<file path="config.mk">
export PLATFORM = sky130hd
export DESIGN_NAME = acr_regs
export DESIGN_NICKNAME = d
export VERILOG_FILES = /design/src/acr_pkg.sv /design/src/acr_regs.sv
export SDC_FILE = /design/constraint.sdc
export NUM_CORES = 1
export LEC_CHECK = 0
export ABC_AREA = 1
export ABC_CLOCK_PERIOD_IN_PS = 2000
export BUFFER_PORTS_ARGS = -buffer_cell sky130_fd_sc_hd__clkbuf_2
export CAP_MARGIN = 20
export CORE_ASPECT_RATIO = 1.25
export CORE_UTILIZATION = 50
export CTS_CLUSTER_DIAMETER = 60
export DETAILED_ROUTE_END_ITERATION = 10
export GPL_TIMING_DRIVEN = 0
export PLACE_DENSITY = 0.79
export SLEW_MARGIN = 20
export SYNTH_ARGS = -nofsm -noshare
export SYNTH_HDL_FRONTEND = slang
export SYNTH_SLANG_ARGS = --single-unit
</file>
<file path="constraint.sdc">
create_clock -name clk_in -period 2 [get_ports clk_in]
set_clock_uncertainty 0.15 [all_clocks]
set_input_delay 0.3 -clock clk_in [delete_from_list [all_inputs] [get_ports clk_in]]
set_output_delay 0.3 -clock clk_in [all_outputs]
set_load 0.02 [all_outputs]
</file>
<file path="src/acr_pkg.sv">
// Shared constants and types for the ADC alarm and thermal charge register slice
package acr_pkg;
    // Register offsets on the serial register bus
    localparam logic [7:0] ACR_ALARM3_HI_OFS = 8'h56;
    localparam logic [7:0] ACR_ALARM3_LO_OFS = 8'h57;
    localparam logic [7:0] ACR_CHAN_EN_OFS = 8'h58;
    localparam logic [7:0] ACR_DERATE_OFS = 8'h61;
    localparam logic [7:0] ACR_COLD_OFS = 8'h62;
    localparam logic [7:0] ACR_COOL_OFS = 8'h63;
    localparam logic [7:0] ACR_WARM_OFS = 8'h64;
    localparam logic [7:0] ACR_HOT_OFS = 8'h65;
    // Values after reset
    localparam logic [7:0] ACR_ALARM3_HI_RST = 8'h00;
    localparam logic [7:0] ACR_ALARM3_LO_RST = 8'h00;
    localparam logic [7:0] ACR_CHAN_EN_RST = 8'h00;
    localparam logic [7:0] ACR_DERATE_RST = 8'h34;
    localparam logic [7:0] ACR_COLD_RST = 8'h7c;
    localparam logic [7:0] ACR_COOL_RST = 8'h6d;
    localparam logic [7:0] ACR_WARM_RST = 8'h38;
    localparam logic [7:0] ACR_HOT_RST = 8'h27;
    // Field positions
    localparam int ACR_NIBBLE_MSB = 7;
    localparam int ACR_NIBBLE_LSB = 4;
    localparam int ACR_POLARITY_BIT = 3;
    localparam int ACR_VDROP_MSB = 6;
    localparam int ACR_VDROP_LSB = 4;
    localparam int ACR_ISCALE_MSB = 2;
    localparam int ACR_ISCALE_LSB = 0;
    // Voltage step of the warm drop, and full current in eighths
    localparam logic [5:0] ACR_VDROP_STEP_MV = 6'h32;
    localparam logic [3:0] ACR_FULL_EIGHTHS = 4'h8;
    // Serial bus byte length in bits
    localparam logic [3:0] ACR_BYTE_BITS = 4'h8;

    typedef enum logic [2:0] {
        ACR_IDLE = 3'b000,
        ACR_ADDR = 3'b001,
        ACR_ACK = 3'b011,
        ACR_REG = 3'b010,
        ACR_WDATA = 3'b110,
        ACR_RDATA = 3'b111,
        ACR_RACK = 3'b101
    } acr_state_e;

    typedef struct packed {
        logic valid;
        logic [15:0] value;
    } acr_meas_s;

    typedef struct packed {
        logic input_current_meas_en;
        logic system_rail_meas_en;
        logic charge_current_meas_en;
        logic input_voltage_meas_en;
        logic battery_voltage_meas_en;
        logic thermistor_meas_en;
        logic aux_input_meas_en;
    } acr_chan_s;

    typedef struct packed {
        logic [7:0] cold_level;
        logic [7:0] cool_level;
        logic [7:0] warm_level;
        logic [7:0] hot_level;
    } acr_therm_s;
endpackage : acr_pkg

</file>
<file path="src/acr_regs.sv">
// Register slice: serial target, alarm 3, channel enables, thermal derating
`timescale 1ns/1ps
`default_nettype none
module acr_regs
    import acr_pkg::*;
#(
    parameter logic [6:0] TARGET_ADDR = 7'h2a // Arbitrary bus address
) (
    input wire logic clk_in,
    input wire logic reset_n_in,
    input wire logic scl_in,
    input wire logic sda_in,
    output logic sda_out,
    output logic sda_oe_n_out,
    input wire acr_meas_s meas_in,
    input wire logic warm_region_in,
    input wire logic derate_active_in,
    output acr_chan_s chan_en_out,
    output acr_therm_s thermistor_levels_out,
    output logic [8:0] warm_voltage_drop_out,
    output logic [3:0] thermal_current_scale_out,
    output logic alarm3_event_out
);
    // Pin synchronisers and edge history
    logic scl_m_r, scl_s_r, scl_d_r, sda_m_r, sda_s_r, sda_d_r;
    acr_state_e state_r;
    acr_state_e after_ack_r;
    logic [3:0] cnt_r;
    logic [7:0] sh_r, tx_r, ptr_r;
    logic drive_r, rw_r, wr_stb_r;
    logic [7:0] wr_addr_r, wr_data_r;
    logic [7:0] alarm3_hi_r, alarm3_lo_r, chan_en_r, derate_r;
    logic [7:0] cold_r, cool_r, warm_r, hot_r;
    logic prev_below_r, prev_above_r, alarm_r;
    logic [8:0] vdrop_r;
    logic [3:0] iscale_r;

    always_ff @(posedge clk_in) begin
        if (!reset_n_in) begin
            {scl_m_r, scl_s_r, scl_d_r} <= 3'h7;
            {sda_m_r, sda_s_r, sda_d_r} <= 3'h7;
        end else begin
            {scl_m_r, scl_s_r, scl_d_r} <= {scl_in, scl_m_r, scl_s_r};
            {sda_m_r, sda_s_r, sda_d_r} <= {sda_in, sda_m_r, sda_s_r};
        end
    end

    // Bus conditions from synchronised pins
    wire start_w = scl_s_r && scl_d_r && sda_d_r && !sda_s_r;
    wire stop_w = scl_s_r && scl_d_r && !sda_d_r && sda_s_r;
    wire scl_rise_w = scl_s_r && !scl_d_r;
    wire scl_fall_w = !scl_s_r && scl_d_r;
    wire byte_done_w = (cnt_r == ACR_BYTE_BITS);
    wire addr_hit_w = (sh_r[7:1] == TARGET_ADDR);

    // Read data selection by register pointer
    wire hit_hi_w = (ptr_r == ACR_ALARM3_HI_OFS);
    wire hit_lo_w = (ptr_r == ACR_ALARM3_LO_OFS);
    wire hit_en_w = (ptr_r == ACR_CHAN_EN_OFS);
    wire hit_dr_w = (ptr_r == ACR_DERATE_OFS);
    wire hit_cd_w = (ptr_r == ACR_COLD_OFS);
    wire hit_cl_w = (ptr_r == ACR_COOL_OFS);
    wire hit_wm_w = (ptr_r == ACR_WARM_OFS);
    wire hit_ht_w = (ptr_r == ACR_HOT_OFS);
    wire [7:0] rdata_w = ({8{hit_hi_w}} & alarm3_hi_r) | ({8{hit_lo_w}} & alarm3_lo_r)
        | ({8{hit_en_w}} & chan_en_r) | ({8{hit_dr_w}} & derate_r)
        | ({8{hit_cd_w}} & cold_r) | ({8{hit_cl_w}} & cool_r)
        | ({8{hit_wm_w}} & warm_r) | ({8{hit_ht_w}} & hot_r);

    // Serial target sequencer: address, pointer, write or read bytes
    always_ff @(posedge clk_in) begin
        if (!reset_n_in) begin
            state_r <= ACR_IDLE;
            after_ack_r <= ACR_IDLE;
            cnt_r <= 4'h0;
            sh_r <= 8'h00;
            tx_r <= 8'h00;
            ptr_r <= 8'h00;
            drive_r <= 1'b0;
            rw_r <= 1'b0;
            wr_stb_r <= 1'b0;
            wr_addr_r <= 8'h00;
            wr_data_r <= 8'h00;
        end else begin
            wr_stb_r <= 1'b0;
            if (start_w) begin
                state_r <= ACR_ADDR;
                cnt_r <= 4'h0;
                drive_r <= 1'b0;
            end else if (stop_w) begin
                state_r <= ACR_IDLE;
                drive_r <= 1'b0;
            end else if (scl_rise_w) begin
                case (state_r)
                    ACR_ADDR, ACR_REG, ACR_WDATA: begin
                        sh_r <= {sh_r[6:0], sda_s_r};
                        cnt_r <= cnt_r + 4'h1;
                    end
                    ACR_RDATA: cnt_r <= cnt_r + 4'h1;
                    ACR_RACK: rw_r <= !sda_s_r; // Controller ack keeps the read going
                    default: ;
                endcase
            end else if (scl_fall_w) begin
                case (state_r)
                    ACR_ADDR: begin
                        if (byte_done_w && addr_hit_w) begin
                            rw_r <= sh_r[0];
                            drive_r <= 1'b1;
                            state_r <= ACR_ACK;
                            after_ack_r <= sh_r[0] ? ACR_RDATA : ACR_REG;
                        end else if (byte_done_w) begin
                            state_r <= ACR_IDLE;
                        end
                    end
                    ACR_REG, ACR_WDATA: begin
                        if (byte_done_w) begin
                            drive_r <= 1'b1;
                            state_r <= ACR_ACK;
                            after_ack_r <= ACR_WDATA;
                            if (state_r == ACR_REG) begin
                                ptr_r <= sh_r;
                            end else begin
                                wr_stb_r <= 1'b1;
                                wr_addr_r <= ptr_r;
                                wr_data_r <= sh_r;
                                ptr_r <= ptr_r + 8'h01;
                            end
                        end
                    end
                    ACR_ACK, ACR_RACK: begin
                        cnt_r <= 4'h0;
                        if (after_ack_r == ACR_RDATA && (state_r == ACR_ACK || rw_r)) begin
                            state_r <= ACR_RDATA;
                            tx_r <= rdata_w;
                            drive_r <= !rdata_w[7];
                            ptr_r <= ptr_r + 8'h01;
                        end else begin
                            drive_r <= 1'b0;
                            state_r <= (state_r == ACR_RACK) ? ACR_IDLE : after_ack_r;
                        end
                    end
                    ACR_RDATA: begin
                        if (byte_done_w) begin
                            drive_r <= 1'b0;
                            state_r <= ACR_RACK;
                        end else begin
                            tx_r <= {tx_r[6:0], 1'b0};
                            drive_r <= !tx_r[6];
                        end
                    end
                    default: ;
                endcase
            end
        end
    end

    // Open drain data pin: enable low pulls the line low
    assign sda_out = 1'b0;
    assign sda_oe_n_out = !drive_r;

    // Register write decode
    wire wr_hi_w = wr_stb_r && (wr_addr_r == ACR_ALARM3_HI_OFS);
    wire wr_lo_w = wr_stb_r && (wr_addr_r == ACR_ALARM3_LO_OFS);
    wire wr_en_w = wr_stb_r && (wr_addr_r == ACR_CHAN_EN_OFS);
    wire wr_dr_w = wr_stb_r && (wr_addr_r == ACR_DERATE_OFS);
    wire wr_cd_w = wr_stb_r && (wr_addr_r == ACR_COLD_OFS);
    wire wr_cl_w = wr_stb_r && (wr_addr_r == ACR_COOL_OFS);
    wire wr_wm_w = wr_stb_r && (wr_addr_r == ACR_WARM_OFS);
    wire wr_ht_w = wr_stb_r && (wr_addr_r == ACR_HOT_OFS);

    // Register storage, all bits read/write including reserved ones
    always_ff @(posedge clk_in) begin
        if (!reset_n_in) begin
            alarm3_hi_r <= ACR_ALARM3_HI_RST;
            alarm3_lo_r <= ACR_ALARM3_LO_RST;
            chan_en_r <= ACR_CHAN_EN_RST;
            derate_r <= ACR_DERATE_RST;
            cold_r <= ACR_COLD_RST;
            cool_r <= ACR_COOL_RST;
            warm_r <= ACR_WARM_RST;
            hot_r <= ACR_HOT_RST;
        end else begin
            if (wr_hi_w) alarm3_hi_r <= wr_data_r;
            if (wr_lo_w) alarm3_lo_r <= wr_data_r;
            if (wr_en_w) chan_en_r <= wr_data_r;
            if (wr_dr_w) derate_r <= wr_data_r;
            if (wr_cd_w) cold_r <= wr_data_r;
            if (wr_cl_w) cool_r <= wr_data_r;
            if (wr_wm_w) warm_r <= wr_data_r;
            if (wr_ht_w) hot_r <= wr_data_r;
        end
    end

    // Channel enables and thermistor levels straight from flops
    assign chan_en_out = acr_chan_s'(chan_en_r[7:1]);
    assign thermistor_levels_out = {cold_r, cool_r, warm_r, hot_r};

    // Alarm 3 comparison against measurement bits 15:4
    wire [11:0] alarm3_thr_w = {alarm3_hi_r, alarm3_lo_r[ACR_NIBBLE_MSB:ACR_NIBBLE_LSB]};
    wire polarity_w = alarm3_lo_r[ACR_POLARITY_BIT];
    wire below_w = meas_in.value[15:4] < alarm3_thr_w;
    wire above_w = meas_in.value[15:4] > alarm3_thr_w;
    wire cross_w = meas_in.valid && (polarity_w ? (above_w && !prev_above_r)
        : (below_w && !prev_below_r));

    // Thermal derating values
    wire [2:0] vdrop_code_w = derate_r[ACR_VDROP_MSB:ACR_VDROP_LSB];
    wire [2:0] iscale_code_w = derate_r[ACR_ISCALE_MSB:ACR_ISCALE_LSB];
    wire [8:0] vdrop_mv_w = {6'h00, vdrop_code_w} * {3'h0, ACR_VDROP_STEP_MV};
    wire [3:0] iscale_w = ACR_FULL_EIGHTHS - {1'b0, iscale_code_w};

    // Crossing history and registered outputs
    always_ff @(posedge clk_in) begin
        if (!reset_n_in) begin
            prev_below_r <= 1'b0;
            prev_above_r <= 1'b0;
            alarm_r <= 1'b0;
            vdrop_r <= 9'h000;
            iscale_r <= ACR_FULL_EIGHTHS;
        end else begin
            alarm_r <= cross_w;
            if (meas_in.valid) begin
                prev_below_r <= below_w;
                prev_above_r <= above_w;
            end
            vdrop_r <= warm_region_in ? vdrop_mv_w : 9'h000;
            iscale_r <= derate_active_in ? iscale_w : ACR_FULL_EIGHTHS;
        end
    end

    assign alarm3_event_out = alarm_r;
    assign warm_voltage_drop_out = vdrop_r;
    assign thermal_current_scale_out = iscale_r;
endmodule : acr_regs
`default_nettype wire

</file>
==> impl_metrics.env <==
export IMPL_period_needed_ps=2010
export IMPL_yosys_warnings=0
export IMPL_yosys_top_cells_count="dfxtp_1, nand2_1, inv_1"
export IMPL_die_area_um2=13700
export IMPL_clkPwrFrac_pct=50.5
export IMPL_gr_total_overflow=0
export IMPL_final_cells=1196
export IMPL_ant_nets=0
export IMPL_drt_wl_total_mm=19.3
export IMPL_pre_cts_ws_ps=-256
export IMPL_synth_seq_area_share_pct=41.1
export IMPL_io_pins=78
export IMPL_first_pass_iters=5
export IMPL_critPathCaptureType="register"
export IMPL_violations="setup timing"
export IMPL_p_seq_share_pct=45.5
export IMPL_yosysMostFrequentCell="dfxtp_1"
export IMPL_r2r_cells=7
export IMPL_grt_max_degree=17
export IMPL_gp_congestion=0.937
export IMPL_synth_top_family_by_area="simple AND/OR/NAND/NOR gates"
export IMPL_synth_edf_count=0
export IMPL_ys_types=36
export IMPL_core_um2=12800
export IMPL_wl_per_cell_um=16.1
export IMPL_crit_required_ps=2160
export IMPL_synthArstFlopShare_pct=0
export IMPL_internal_power_mw=4.67
export IMPL_crit_arrival_ps=2170
export IMPL_drv_slew=0
export IMPL_antenna_found_initial=0
export IMPL_period_share_pct=101
export IMPL_syn_area_per_cell_um2=7.20
export IMPL_cp_depth=7
export IMPL_synth_area_top_cells="dfxtp_1, a21oi_1, o21ai_0"
export IMPL_path_clk_slew_ps=60
export IMPL_rows=46
export IMPL_startpoint_type="register"
export IMPL_synthMuxAreaShare_pct=0
export IMPL_cts_buffers=17
export IMPL_grt_pass1_vias=6147
export IMPL_cellPowerDensity_nw_per_um2=764
export IMPL_r2r_start="wr_addr_r[6]"
export IMPL_pwr_share_comb_pct=4.0
export IMPL_r2r_end="alarm3_lo_r[7]"
export IMPL_synthSimpleGateAreaFrac_pct=23.8
export IMPL_die_width_um=105
export IMPL_die_y_um=131
export IMPL_hold_start="warm_region_in"
export IMPL_relSlewSlack_pct=50.1
export IMPL_p_leak_nw=3.49
export IMPL_crit_type="register to register"
export IMPL_slowest_delay_ps=330
export IMPL_whs_path_depth=3
export IMPL_worst_path_buf_inv=2
export IMPL_dp_cells=1159
export IMPL_grt_pass1_wl_mm=30.3
export IMPL_max_slew_worst_pin_slew_ps=748
export IMPL_synth_top_area_cell="dfxtp_1"
export IMPL_clkLatencyLatePin_ps=420
export IMPL_maxCapViolCount=0
export IMPL_finalSetupViolations=1
export IMPL_synth_cells=920
export IMPL_setup_slack_ps=-14.3
export IMPL_r2r_slack_ps=-10
export IMPL_drt_vias_per_instance=5.56
export IMPL_cts_buffer_depth=2
export IMPL_switchingPower_mw=1.36
export IMPL_grt_use_total_pct=28.8
export IMPL_n_antenna_cell=0
export IMPL_syn_to_final_growth_pct=19.2
export IMPL_dp_hpwl_mm=14.2
export IMPL_cts_root_buf="clkbuf_16"
export IMPL_clock_sinks=136
export IMPL_cts_tree="done"
export IMPL_dr_total_vias=6644
export IMPL_synthAdderAreaFrac_pct=5.10
export IMPL_synthXorXnorAreaFrac_pct=0.265
export IMPL_drcViolationCount=0
export IMPL_slowest_stage="nor3_1"
export IMPL_syn_area_um2=6620
export IMPL_path_max_fanout=10
export IMPL_io_buffer_count=70
export IMPL_final_nets=1066
export IMPL_sw_frac_of_total_pct=22.6
export IMPL_status="finished with violations"
export IMPL_synth_top_area_share_pct=41.1
export IMPL_rsz0062_at_grt="true"
export IMPL_synth_seq_cells=136
export IMPL_initial_utilization_pct=51.8
export IMPL_path_cells="inv_1 > or2_1 > nor3_1 > nand3_1 > buf_2 > o21ai_0 > a21oi_1"
export IMPL_irDropWorstVdd_uv=519
export IMPL_fmax_ghz=0.496
export IMPL_hold_violations=0
export IMPL_hold_class="primary input to register"
export IMPL_cpLargestDelayFamily="simple AND/OR/NAND/NOR gates"
export IMPL_hold_end="warm_voltage_drop_out[3]"
export IMPL_p_total_mw=6.03
export IMPL_yosys_most_used_dff="dfxtp_1"
export IMPL_synth_compound_area_share_pct=18.9
export IMPL_drtIter0Drc=480
export IMPL_drive_above_1_share_pct=17.6
export IMPL_htree_num_levels=4
==> cells by family after synthesis <==
| group | after synthesis |
|---|---|
| buffers and inverters | 171 |
| xor gates and xnor gates | 2 |
| and+or+nand+nor | 347 |
| other | 1 |
| DFF | 136 |
| AOI/OAI and AO/OA | 236 |
| adders and majority gates | 27 |
==> power by group through the flow <==
stage                     registers (mW)  logic, mW  clock network [mW]
after CTS                           2.74      0.239                3.05
after global routing                2.74      0.270                3.16
after global placement              2.80      0.224                   0
final                               2.74      0.244                3.04
after floorplan                     2.80      0.148                   0
after detailed placement            2.80      0.229                   0
==> cell type report <==
type                    instances  area, um2
clock inverters                12        129
plain buffers                  40        236
multi-input cells             614       3250
clock buffers                  19        443
inverters                     130        488
fillers                      1193       4880
well taps                     168        210
repair buffers                 77        413
flip-flops and latches        136       2730
==> layout by cell type, fill, tap and decap left out, drive strengths merged, types with 26 or more instances in the layout <==
master  Yosys  final
buf        26     26
inv       128    128
nor2       90     90
a21oi     110    110
nand2     130    130
nand3      96     96
o21ai     104    104
dfxtp     136    136
ha         27     27
clkbuf     15    106
==> what timing repair did <==
action / 4_1_cts / 5_1_grt
setup buffers: 1 / 2
setup endpoints to repair: 12 / 53
pin swaps: 1 / 1
gates resized for setup: 7 / 25
endpoints found under the hold margin: 5 / 0
hold buffers: 4 / 0
==> routing by layer <==
metal  routed length, um  global-route usage [%]
met1                7600                    31.4
met2                9590                    52.4
met3                1090                    5.56
met4                1010                    17.3
met5                   0                       0
==> worst max path at each step <==
stage            startpoint                      endpoint  slack, ps
2_1_floorplan       scl_s_r                  wr_data_r[7]        290
3_3_place_gp     reset_n_in  thermal_current_scale_out[3]       -280
3_5_place_dp     reset_n_in  thermal_current_scale_out[3]       -260
4_1_cts             scl_d_r                  wr_data_r[6]        -10
5_1_grt        wr_addr_r[6]                alarm3_hi_r[7]        -40
6_report       wr_addr_r[6]                alarm3_lo_r[7]        -10
==> worst min-delay path: stages <==
cell and delay (ps):
clkbuf_2 80, nand2_1 180, nor2_1 60
==> per-stage QoR <==
stage	hold slack, ps	utilization (%)	cell area (um2)	setup TNS, ps
finish	91.3	61.8	7890	-14.3
CTS	81.2	61.2	7820	-9.56
global placement	244	56.2	7180	-2540
detailed placement	256	56.2	7180	-2330
global route	99.4	61.8	7890	-139
floorplan	241	-	6620	0
Note: power is estimated with default switching activity, not from simulation.
